<file path="src/rst_map.vh">
// Constants for the reset initialization sequencer
// Behaviour
// - Primary clock is primary_clock_in in host mode, PCI bus clock in agent mode.
// - Device holds its own hard and soft reset outputs low at least 512 periods.
// - Soft reset output releases at least 16 sync periods after hard reset.
// - Config pins driven from 1 sync period after hard reset release, off at assertion; code drops them a few cycles late on an outside assertion.
// - Host mode sync period derives from primary clock via input_clock_divide_select.
// - DLL lock takes between 7680 and 122880 bus clock cycles, ratio dependent; code locks after a fixed DLL_LOCK_CYC sync cycles.
`ifndef RST_MAP_VH
`define RST_MAP_VH
`define RST_IN_MIN_CYC 32
`define RST_OUT_MIN_CYC 512
`define RST_SOFT_GAP_CYC 16
`define RST_CFG_ON_CYC 1
`define RST_STRAP_SETUP_CYC 4
`define RST_DLL_MIN_CYC 7680
`define RST_DLL_MAX_CYC 122880
`define RST_CNT_W 17
`define RST_BOOT_W 3
`define RST_BOOT_RESET 3'h0
`endif

</file>
<file path="src/rst_qual.v">
// Low-level qualifier: pulses once a synchronised active-low input has stayed low a minimum count
`timescale 1ns/1ps
`include "rst_map.vh"
module rst_qual #(
	parameter MIN_CYC = `RST_IN_MIN_CYC
) (
	input wire sys_clk_i, // System clock
	input wire resetn_i, // Synchronous reset, active low
	input wire pin_n_i, // Raw pin, active low
	output reg hit_o, // Pulse when low long enough
	output reg low_o // Synchronised level, active low asserted
);
	reg s1_q;
	reg s2_q;
	reg [6:0] cnt_q;
	always @(posedge sys_clk_i)
	begin
		if (!resetn_i)
		begin
			s1_q <= 1'b1;
			s2_q <= 1'b1;
			cnt_q <= 7'h00;
			hit_o <= 1'b0;
			low_o <= 1'b1;
		end
		else
		begin
			s1_q <= pin_n_i;
			s2_q <= s1_q;
			low_o <= s2_q;
			hit_o <= 1'b0;
			if (s2_q)
				cnt_q <= 7'h00;
			else if (cnt_q < MIN_CYC[6:0])
			begin
				cnt_q <= cnt_q + 7'h01;
				if (cnt_q == MIN_CYC[6:0] - 7'h01)
					hit_o <= 1'b1;
			end
		end
	end
endmodule

</file>
<file path="src/rst_seq.v">
// Reset initialization sequencer top: qualifies inputs, latches straps, drives reset outputs
`timescale 1ns/1ps
`include "rst_map.vh"
module rst_seq #(
	parameter OUT_MIN_CYC = `RST_OUT_MIN_CYC,
	parameter DLL_LOCK_CYC = `RST_DLL_MIN_CYC
) (
	input wire sys_clk_i, // Sync clock, already selected by host/agent mode
	input wire resetn_i, // Synchronous reset, active low
	input wire agent_mode_i, // 1 = PCI agent, 0 = PCI host
	input wire power_on_reset_n_i, // Power-on reset pin, active low
	input wire hard_reset_n_i, // Hard reset open-drain pin input
	input wire soft_reset_n_i, // Soft reset open-drain pin input
	input wire [2:0] boot_source_select_i, // Boot source straps
	input wire input_clock_divide_select_i, // Clock divide strap
	output reg hard_reset_n_o, // Hard reset pin output level (always 0)
	output reg hard_reset_n_oe_o, // Hard reset pin drive enable
	output reg soft_reset_n_o, // Soft reset pin output level (always 0)
	output reg soft_reset_n_oe_o, // Soft reset pin drive enable
	output reg cfg_drive_o, // Device may drive config pins
	output reg [2:0] boot_source_o, // Latched boot source
	output reg clock_divide_o, // Latched clock divide
	output reg primary_clock_sel_o, // 1 = PCI bus clock as primary
	output reg dll_locked_o // DLL lock indication
);
	localparam ST_POR = 3'h0;
	localparam ST_HARD = 3'h1;
	localparam ST_GAP = 3'h2;
	localparam ST_RUN = 3'h3;
	localparam ST_SOFT = 3'h4;
	localparam integer GAP_CYC = `RST_SOFT_GAP_CYC;
	localparam [`RST_CNT_W-1:0] OUT_LIM = OUT_MIN_CYC[`RST_CNT_W-1:0];
	localparam [`RST_CNT_W-1:0] GAP_LIM = GAP_CYC[`RST_CNT_W-1:0];
	localparam [`RST_CNT_W-1:0] DLL_LIM = DLL_LOCK_CYC[`RST_CNT_W-1:0];
	wire por_hit;
	wire por_low;
	wire hrd_hit;
	wire hrd_low;
	wire sft_hit;
	wire sft_low;
	reg [2:0] st_q;
	reg [`RST_CNT_W-1:0] cnt_q;
	reg [`RST_CNT_W-1:0] dll_q;
	reg por_q;
	reg [2:0] boot_s1_q;
	reg [2:0] boot_s2_q;
	reg div_s1_q;
	reg div_s2_q;
	reg agent_s1_q;
	reg agent_s2_q;
	reg hoe_q;

	// True on the last cycle of a span of limit cycles counted from zero
	function at_limit;
		input [`RST_CNT_W-1:0] count;
		input [`RST_CNT_W-1:0] limit;
		begin
			// Same-width compare, no integer widening
			at_limit = (count >= limit - {{(`RST_CNT_W-1){1'b0}}, 1'b1});
		end
	endfunction

	// Power-on reset is taken from its level; the 32-cycle figure is the board's duty
	rst_qual #(.MIN_CYC(`RST_IN_MIN_CYC)) u_por (
		.sys_clk_i(sys_clk_i),
		.resetn_i(resetn_i),
		.pin_n_i(power_on_reset_n_i),
		.hit_o(por_hit),
		.low_o(por_low)
	);
	rst_qual #(.MIN_CYC(`RST_IN_MIN_CYC)) u_hrd (
		.sys_clk_i(sys_clk_i),
		.resetn_i(resetn_i),
		.pin_n_i(hard_reset_n_i),
		.hit_o(hrd_hit),
		.low_o(hrd_low)
	);
	rst_qual #(.MIN_CYC(`RST_IN_MIN_CYC)) u_sft (
		.sys_clk_i(sys_clk_i),
		.resetn_i(resetn_i),
		.pin_n_i(soft_reset_n_i),
		.hit_o(sft_hit),
		.low_o(sft_low)
	);

	always @(posedge sys_clk_i)
	begin
		if (!resetn_i)
		begin
			st_q <= ST_POR;
			cnt_q <= {`RST_CNT_W{1'b0}};
			dll_q <= {`RST_CNT_W{1'b0}};
			// Idle level of the pin, so no false release edge after reset
			por_q <= 1'b1;
			boot_s1_q <= 3'h0;
			boot_s2_q <= 3'h0;
			div_s1_q <= 1'b0;
			div_s2_q <= 1'b0;
			agent_s1_q <= 1'b0;
			agent_s2_q <= 1'b0;
			hoe_q <= 1'b1;
			boot_source_o <= `RST_BOOT_RESET;
			clock_divide_o <= 1'b0;
			primary_clock_sel_o <= 1'b0;
			dll_locked_o <= 1'b0;
		end
		else
		begin
			boot_s1_q <= boot_source_select_i;
			boot_s2_q <= boot_s1_q;
			div_s1_q <= input_clock_divide_select_i;
			div_s2_q <= div_s1_q;
			agent_s1_q <= agent_mode_i;
			agent_s2_q <= agent_s1_q;
			por_q <= por_low;
			// Straps sampled on the release edge of power-on reset
			if (!por_q && por_low)
			begin
				boot_source_o <= boot_s2_q;
				clock_divide_o <= div_s2_q;
				primary_clock_sel_o <= agent_s2_q;
			end
			if (cnt_q != {`RST_CNT_W{1'b1}})
				cnt_q <= cnt_q + 1'b1;
			if (!por_low)
			begin
				st_q <= ST_POR;
				cnt_q <= {`RST_CNT_W{1'b0}};
				hoe_q <= 1'b1;
				dll_q <= {`RST_CNT_W{1'b0}};
				dll_locked_o <= 1'b0;
			end
			else
			begin
				case (st_q)
					ST_POR:
					begin
						st_q <= ST_HARD;
						cnt_q <= {`RST_CNT_W{1'b0}};
					end
					ST_HARD:
						if (at_limit(cnt_q, OUT_LIM))
						begin
							hoe_q <= 1'b0;
							st_q <= ST_GAP;
							cnt_q <= {`RST_CNT_W{1'b0}};
						end
					ST_GAP:
						if (at_limit(cnt_q, GAP_LIM))
						begin
							st_q <= ST_RUN;
							dll_q <= {`RST_CNT_W{1'b0}};
						end
					ST_RUN:
					begin
						// Lock is modelled as a fixed count; real lock time varies with the clock ratio
						if (!dll_locked_o)
						begin
							dll_q <= dll_q + 1'b1;
							if (at_limit(dll_q, DLL_LIM))
								dll_locked_o <= 1'b1;
						end
						// A qualified hard request restarts the whole output sequence
						if (hrd_hit)
						begin
							st_q <= ST_HARD;
							hoe_q <= 1'b1;
							cnt_q <= {`RST_CNT_W{1'b0}};
							dll_locked_o <= 1'b0;
						end
						else if (sft_hit)
						begin
							st_q <= ST_SOFT;
							cnt_q <= {`RST_CNT_W{1'b0}};
						end
					end
					// Soft reset only: hard drive stays off unless a hard request arrives
					ST_SOFT:
						if (hrd_hit)
						begin
							st_q <= ST_HARD;
							hoe_q <= 1'b1;
							cnt_q <= {`RST_CNT_W{1'b0}};
							dll_locked_o <= 1'b0;
						end
						else if (at_limit(cnt_q, OUT_LIM))
							st_q <= ST_RUN;
					default:
						st_q <= ST_POR;
				endcase
			end
		end
	end

	// Pin drives kept apart from the sequence so every output is a plain flop
	always @(posedge sys_clk_i)
	begin
		if (!resetn_i)
		begin
			hard_reset_n_o <= 1'b0;
			hard_reset_n_oe_o <= 1'b1;
			soft_reset_n_o <= 1'b0;
			soft_reset_n_oe_o <= 1'b1;
			cfg_drive_o <= 1'b0;
		end
		else
		begin
			// Open drain: level stays low, only the enables move
			hard_reset_n_o <= 1'b0;
			soft_reset_n_o <= 1'b0;
			hard_reset_n_oe_o <= hoe_q;
			soft_reset_n_oe_o <= (st_q != ST_RUN);
			// On one cycle after the hard drive is off; off with the restart of hard reset.
			// Pin path is synchronised, so an outside assertion is seen a few cycles late.
			cfg_drive_o <= !hard_reset_n_oe_o && !hoe_q && hrd_low && (st_q != ST_HARD);
		end
	end
endmodule

</file>
<file path="config.mk">
export PLATFORM = sky130hd
export DESIGN_NAME = rst_seq
export DESIGN_NICKNAME = d
export VERILOG_FILES = /design/src/rst_qual.v /design/src/rst_seq.v
export VERILOG_INCLUDE_DIRS = /design/src
export SDC_FILE = /design/constraint.sdc
export NUM_CORES = 1
export LEC_CHECK = 0
export BUFFER_PORTS_ARGS = -buffer_cell sky130_fd_sc_hd__buf_2
export CAP_MARGIN = 20
export CORE_ASPECT_RATIO = 1.1
export CORE_MARGIN = 2
export CORE_UTILIZATION = 45
export CTS_BUF_LIST = sky130_fd_sc_hd__clkbuf_8
export CTS_CLUSTER_SIZE = 8
export DETAILED_ROUTE_END_ITERATION = 10
export PLACE_DENSITY_LB_ADDON = 0.25
export SYNTH_ARGS = -nofsm -noshare
export SYNTH_HDL_FRONTEND = slang
export SYNTH_SLANG_ARGS = --single-unit
</file>
<file path="constraint.sdc">
create_clock -name sys_clk_i -period 4.8 [get_ports sys_clk_i]
set_clock_uncertainty 0.2 [all_clocks]
set_input_delay 0 -clock sys_clk_i [delete_from_list [all_inputs] [get_ports sys_clk_i]]
set_output_delay 0 -clock sys_clk_i [all_outputs]
set_load 0.02 [all_outputs]
</file>
==> results.env, run 1 <==
FMAXACHIEVABLE_MHz=395
CLK_PIN_SLEW_NS=0.10
SYNTH_SEQ_CELLS=82
FINALSETUPTNS_NS=0
VIA_COUNT=2743
POWER.CLOCK.FRACTION=0.365
CRITICAL_PATH_PEAK_FANOUT=12
PWR-SHARE-SEQ=0.533
CTS_RESIZED=0
N_FILL_CELL=658
WORSTSKEWPAIRLATENCY_NS=0.37
DR.PASS1.ITERS=4
TRITONCTS='done'
FLOORPLAN.IO_PINS=21
FINALCRITPERIODSHARE=0.528
MAX_CAP_VIOLS=0
NUMBER_OF_ENABLE_FLIP_FLOP_CELLS_AFTER_SYNTHESIS=0
SYN-CELL-AREA_UM2=3470
FIN_UTIL=0.537
CTS-BUFFERS-INSERTED=9
WORSTMARGINPINSLEW_NS=0.721
WORSTHOLDENDPOINT='u_por.s2_q'
FINALWORSTPATHREQUIREDPERIOD_NS=2.53
NETLIST-CELL-TYPE-COUNT=45
REGISTER_AREA_UM2=1640
DIE-HEIGHT_UM=96.1
FINAL_LAYOUT_SIZE_SUFFIX_GT1_FRAC=0.101
TIMING_WORST_SETUP_PATH_TYPE='reg -> reg'
MAXSLEWVIOLCOUNT=0
INTERNAL-POWER_mW=0.969
PLACED_INSTANCES=497
ANTENNA_VIOLATIONS_BEFORE_REPAIR=0
P_SW_mW=0.398
REG2REG_TO='dll_q[1]'
WORSTPATHREQUIRED_NS=4.86
INITIAL_CORE_UTIL=0.465
CTS_HTREE_LEVELS=3
DRT_ITER0_MARKERS=124
WIRE_LENGTH_OF_THE_FIRST_GLOBAL_ROUTING_PASS_UM=11100
HOLD_PATH_CLASS='reg -> reg'
FLOORPLAN.CORE_AREA_UM2=7470
TRITONCTS_NUM_SINKS=82
TOTALWIRELENGTH_UM=6410
YOSYSTOPAREACELLSHARE=0.473
ROUTEDWLPERCELL_UM=12.1
GRT_SETUP_UNREPAIRED='false'
NET_COUNT_OF_THE_FINISHED_LAYOUT=434
P_LEAK_nW=1.40
PLACE.GP.CONGESTION=0.769
SETUP_VIOL_COUNT_FINAL=0
YS_WARN_COUNT=0
ANTENNA_LEFT=0
SYNTHESIS.AREA_PER_INSTANCE_UM2=9.00
DRCVIOLATIONCOUNT=0
CTS-ROOT-BUF='clkbuf_8'
POWER_DENSITY_nW_PER_UM2=341
HOLD_VIOLATIONS=0
CORE.ROWCOUNT=33
DPL.HPWL_UM=4370
WORST_SETUP_PATH_START_KIND='flop'
GRT_PASS1_VIAS=2516
SETUP.REG_TO_REG.WORST_SLACK_NS=2.27
POWER_SWITCHING_SHARE=0.291
SYNTH.YOSYS.SEQ_AREA_SHARE=0.473
AREAGROWTHSYNTHTOFINISH_PCT=15.6
MIN_FROM='u_por.s1_q'
WORST_IR_DROP_VDD_uV=238
COMMONEST_REGISTER_CELL_AFTER_SYNTHESIS='dfxtp_1'
FINALNONFILLERCELLS=530
WORST_R2R_PATH_DEPTH=5
DIE_AREA_UM2=8430
TRACK_USAGE=0.169
WORSTPATHARRIVAL_NS=2.59
FLOORPLAN.DIE.WIDTH_UM=87.8
POSTSYNTH.ASYNCRESETSHARE=0
LARGEST_NET_DEGREE_AT_THE_START_OF_GLOBAL_ROUTING=31
VIASPERCELL=5.18
POST_SYNTH_INST_COUNT=386
MULTI_INPUT_COMB_AREA_UM2=1730
LARGEST_AREA_CONTRIBUTOR_IN_THE_SYNTHESIZED_NETLIST='dfxtp_1'
SYNTH.TOP_CELLS.BY_AREA='dfxtp_1 (47%), nor2_1 (5.3%), xor2_1 (4.3%), a21oi_1 (3.9%), nand2_1 (2.7%)'
CTS_POST_SETUP_BUFFERS_INSERTED=0
CRIT_END_CATEGORY='flop'
TIMING.HOLD.WORST_PATH_DEPTH=1
OVERFLOW=0
TIMING.MAX_SLEW.REL_SLACK=0.516
BUFFER_PORTS.INSERTED=18
TIMING.RR.START='st_q[1]'
CTS.PATH.MAX_BUFFERS=2
OUTCOME='complete, no violations'
ANTENNA-DIODE-COUNT=0
POWER_FRAC_COMB=0.102
metal layers:
metal	part of all wire	up-vias	routed length, um	GRT usage
met3	0.032	11	206	0.0429
met4	0.025	0	160	0.100
met5	0	-	0	0
met2	0.46	29	2980	0.266
met1	0.48	1268	3060	0.209
li1	-	1435	-	-
registers in the layout (all words and copies together), names as in the netlist, 3 cells and up:
signal         count
cnt_q             17
dll_q             17
u_hrd.cnt_q        7
u_sft.cnt_q        7
boot_s1_q          3
boot_s2_q          3
boot_source_o      3
st_q               3
through the flow:
stage / setup slack [ns] / hold WS [ns] / area, um^2 / total power [mW]
global placement: 2.13 / -0.0173 / 3620 / 0.864
finish: 2.27 / 0.202 / 4010 / 1.37
floorplan: 2.64 / -0.0985 / 3480 / 0.850
global route: 2.11 / 0.216 / 4010 / 1.44
CTS: 2.27 / 0.207 / 4010 / 1.38
detailed placement: 2.29 / -0.0167 / 3640 / 0.874
worst max-delay path, cell delays in order (launching register included):
cell     delay (ns)
dfxtp_1        0.58
or3b_2         0.49
or3_1          0.49
o21ai_4        0.36
mux2i_1        0.26
nor2_2         0.04
worst max path at each step:
stage,startpoint,endpoint
final,st_q[1],dll_q[1]
after global routing,cnt_q[0],dll_q[5]
after CTS,st_q[1],dll_q[1]
after detailed placement,st_q[1],dll_q[1]
after global placement,cnt_q[0],dll_q[0]
after floorplan,cnt_q[5],dll_q[1]
kinds of logic after synthesis:
family	Yosys count	synth area share
AND/OR/NAND/NOR	174	0.264
flip-flops	82	0.473
AO/OA/AOI/OAI	71	0.134
XOR/XNOR	26	0.0656
buffers and inverters	22	0.0306
multiplexers	6	0.0173
adder cells (fa/ha/maj)	4	0.0144
other	1	0.00108
final cells by class:
class | instances | area share
repair buffers | 37 | 0.0705
multi-input cells | 283 | 0.431
clock buffers | 9 | 0.0309
inverters | 7 | 0.00655
well taps | 105 | 0.0327
clock inverters | 7 | 0.0196
flip-flops and latches | 82 | 0.409
power by group through the flow:
stage	sequential (mW)	clock, mW	combinational, mW
floorplan	0.728	0	0.121
global placement	0.743	0	0.121
detailed placement	0.744	0	0.130
CTS	0.728	0.513	0.141
global route	0.732	0.548	0.159
finish	0.729	0.498	0.140
timing repair:
| item | 4_1_cts | 5_1_grt |
|---|---|---|
| endpoints found under the setup margin | 0 | 0 |
| hold buffers | 17 | 0 |
| endpoints found under the hold margin | 29 | 0 |
cell usage in the layout, fill, tap and decap left out, types with 8 or more instances in the layout:
master         instances
nor3_1                11
nand4_1                8
xnor2_1                9
clkbuf_8               9
and2_1                12
dlygate4sd3_1         17
xor2_1                17
a21oi_1               27
or4_1                  8
nor2_1                49
o21ai_0                9
nor2b_1                9
nand2b_1              13
nand2_1               25
dfxtp_1               82
buf_2                 18
nand3_1               12
synth_stat cells (all sizes together) (9+ instances only):
library cell and number:
and2 12, o21ai 17, a21oi 27, xor2 17, nand2 25, clkbuf 10
nand2b 13, nand3 12, xnor2 9, nor2 50, dfxtp 82, nor2b 9
nor3 11
Power figures use the tool's default switching activity.
==> inputs of run 2 (changes only) <==
- clock period: 4.8 -> 2.5 ns (I/O delays scaled with it)
==> results.env, run 2 (same netlist as run 1, synthesis figures left out) <==
CTS-ROOT-BUF='clkbuf_8'  # unchanged
DRT_ITER0_MARKERS=109  # was 124
ANTENNA-DIODE-COUNT=0  # unchanged
WORST_SETUP_PATH_START_KIND='flop'  # unchanged
WORSTPATHREQUIRED_NS=2.55  # was 4.86 ns
BUFFER_PORTS.INSERTED=18  # unchanged
POWER_DENSITY_nW_PER_UM2=633  # was 341 nW/um^2
DPL.HPWL_UM=4340  # was 4370 um
VIA_COUNT=2768  # was 2743
TOTALWIRELENGTH_UM=6460  # was 6410 um
HOLD_VIOLATIONS=0  # unchanged
HOLD_PATH_CLASS='reg -> reg'  # unchanged
WORST_R2R_PATH_DEPTH=5  # unchanged
DIE_AREA_UM2=8430  # unchanged
FINAL_LAYOUT_SIZE_SUFFIX_GT1_FRAC=0.118  # was 0.101
TRACK_USAGE=0.169  # about the same
TIMING.HOLD.WORST_PATH_DEPTH=1  # unchanged
TIMING.MAX_SLEW.REL_SLACK=0.602  # was 0.516
WORSTSKEWPAIRLATENCY_NS=0.35  # was 0.37 ns
LEAST_SETUP_SLACK_ACROSS_ALL_PATHS_AFTER_LAYOUT_NS=0.155  # was 2.27 ns
VIASPERCELL=5.14  # was 5.18
WORST_PATH_LARGEST_CELL_DELAY_NS=0.53  # was 0.58 ns
CTS_RESIZED=0  # unchanged
WORST_IR_DROP_VDD_uV=435  # was 238 uV
GRT_PASS1_VIAS=2606  # was 2516
MOSTFREQUENTLAYOUTCELL='dfxtp_1'  # unchanged
CTS-BUFFERS-INSERTED=9  # unchanged
MAX_CAP_VIOLS=0  # unchanged
FINALPOWER_mW=2.56  # was 1.37 mW
INITIAL_CORE_UTIL=0.465  # unchanged
ANTENNA_VIOLATIONS_BEFORE_REPAIR=0  # unchanged
NET_COUNT_OF_THE_FINISHED_LAYOUT=442  # was 434
DRCVIOLATIONCOUNT=0  # unchanged
FLOORPLAN.CORE_AREA_UM2=7470  # unchanged
MAXSLEWVIOLCOUNT=0  # unchanged
CTS_POST_SETUP_BUFFERS_INSERTED=0  # unchanged
FINALWORSTPATHREQUIREDPERIOD_NS=2.34  # was 2.53 ns
FMAXACHIEVABLE_MHz=426  # was 395 MHz
PLACE.GP.CONGESTION=0.826  # was 0.769
HIGHEST_DELAY_CELL_ALONG_THE_CRITICAL_PATH='or4_1'  # was dfxtp_1
FLOORPLAN.IO_PINS=21  # unchanged
LAYOUT_TOP_REGISTERS='cnt_q (17), dll_q (17)'  # unchanged
PRE_CTS_WS_NS=0.146  # was 2.29 ns
WORSTPATHCELLLIST='or4_1 > or3_1 > o21ai_4 > mux2i_1 > nor2_2'  # was or3b_2 > or3_1 > o21ai_4 > mux2i_1 > nor2_2
OUTCOME='complete, no violations'  # unchanged
CORE.ROWCOUNT=33  # unchanged
CLK_PIN_SLEW_NS=0.09  # was 0.10 ns
LARGEST_NET_DEGREE_AT_THE_START_OF_GLOBAL_ROUTING=30  # was 31
GRT_SETUP_UNREPAIRED='false'  # unchanged
ROUTEDWLPERCELL_UM=12.0  # was 12.1 um
SETUP_VIOL_COUNT_FINAL=0  # unchanged
DIE-HEIGHT_UM=96.1  # unchanged
CRIT_END_CATEGORY='flop'  # unchanged
OVERFLOW=0  # unchanged
FINALSETUPTNS_NS=0  # unchanged
MOSTFREQUENTLAYOUTCELLS='dfxtp_1 (82), nor2_1 (49), a21oi_1 (27)'  # unchanged
P_LEAK_nW=1.41  # was 1.40 nW
HOLD-WORST-SLACK_NS=0.212  # was 0.202 ns
CTS_HTREE_LEVELS=3  # unchanged
CRITICAL_PATH_PEAK_FANOUT=12  # unchanged
FINALCRITPERIODSHARE=0.938  # was 0.528
WORSTPATHARRIVAL_NS=2.40  # was 2.59 ns
TIMING_WORST_SETUP_PATH_TYPE='reg -> reg'  # unchanged
CTS.PATH.MAX_BUFFERS=2  # unchanged
WORSTMARGINPINSLEW_NS=0.596  # was 0.721 ns
CTS_HOLD_REPAIR.BUFFERS=17  # unchanged
TRITONCTS_NUM_SINKS=82  # unchanged
AREAGROWTHSYNTHTOFINISH_PCT=16.5  # was 15.6%
FLOORPLAN.DIE.WIDTH_UM=87.8  # unchanged
DR.PASS1.ITERS=4  # unchanged
TRITONCTS='done'  # unchanged
WIRE_LENGTH_OF_THE_FIRST_GLOBAL_ROUTING_PASS_UM=11400  # was 11100 um
ANTENNA_LEFT=0  # unchanged
FIN_UTIL=0.541  # was 0.537
-- run 2: cell types whose count changed in the layout (fill, tap and decap cells not counted) --
cell / before / now
clkinv_8: 1 / 0
buf_4: 0 / 10
buf_6: 2 / 0
inv_6: 1 / 2
inv_8: 4 / 1
clkinvlp_4: 0 / 3
-- run 2: routing by layer --
layer / GRT usage / part of all wire / vias up
met3: 0.0352 / 0.027 / 11
li1: - / - / 1445
met4: 0.0705 / 0.018 / 0
met5: 0 / 0 / -
met1: 0.205 / 0.48 / 1274
met2: 0.289 / 0.47 / 38
-- run 2: cell type report --
type                       instances  area (um^2)
fill                             695         3430
multi-input combinational        283         1730
tap                              105          131
clock inverter                     7         60.1
clock buffer                       9          124
sequential                        82         1640
inverter                           7         26.3
timing repair buffer              45          335
-- run 2: path summary, 6_finish.rpt --
kind              startpoint           to  slack [ns]
hold reg to reg   u_por.s2_q  u_por.low_o        0.21
setup reg to reg    cnt_q[5]     dll_q[1]        0.16
hold / removal    u_por.s2_q  u_por.low_o        0.21
setup / recovery    cnt_q[5]     dll_q[1]        0.16
-- run 2: where the power goes --
group          internal (mW)  leakage, nW  switching, mW
sequential              1.34        0.665         0.0243
clock                  0.376       0.0844          0.510
combinational          0.127        0.664          0.180
-- run 2: worst max-delay path: cells and delay by family, from the launching register on --
family           cells  cell delay (ns)
AO/OA/AOI/OAI        1             0.34
flip-flops           1             0.35
multiplexers         1             0.25
AND/OR/NAND/NOR      3             1.10
-- run 2: stage by stage --
step           cells  cell area [um^2]
2_1_floorplan    387              3480
3_3_place_gp     505              3690
3_5_place_dp     505              3690
4_1_cts          538              4050
5_1_grt          538              4050
6_report         538              4050
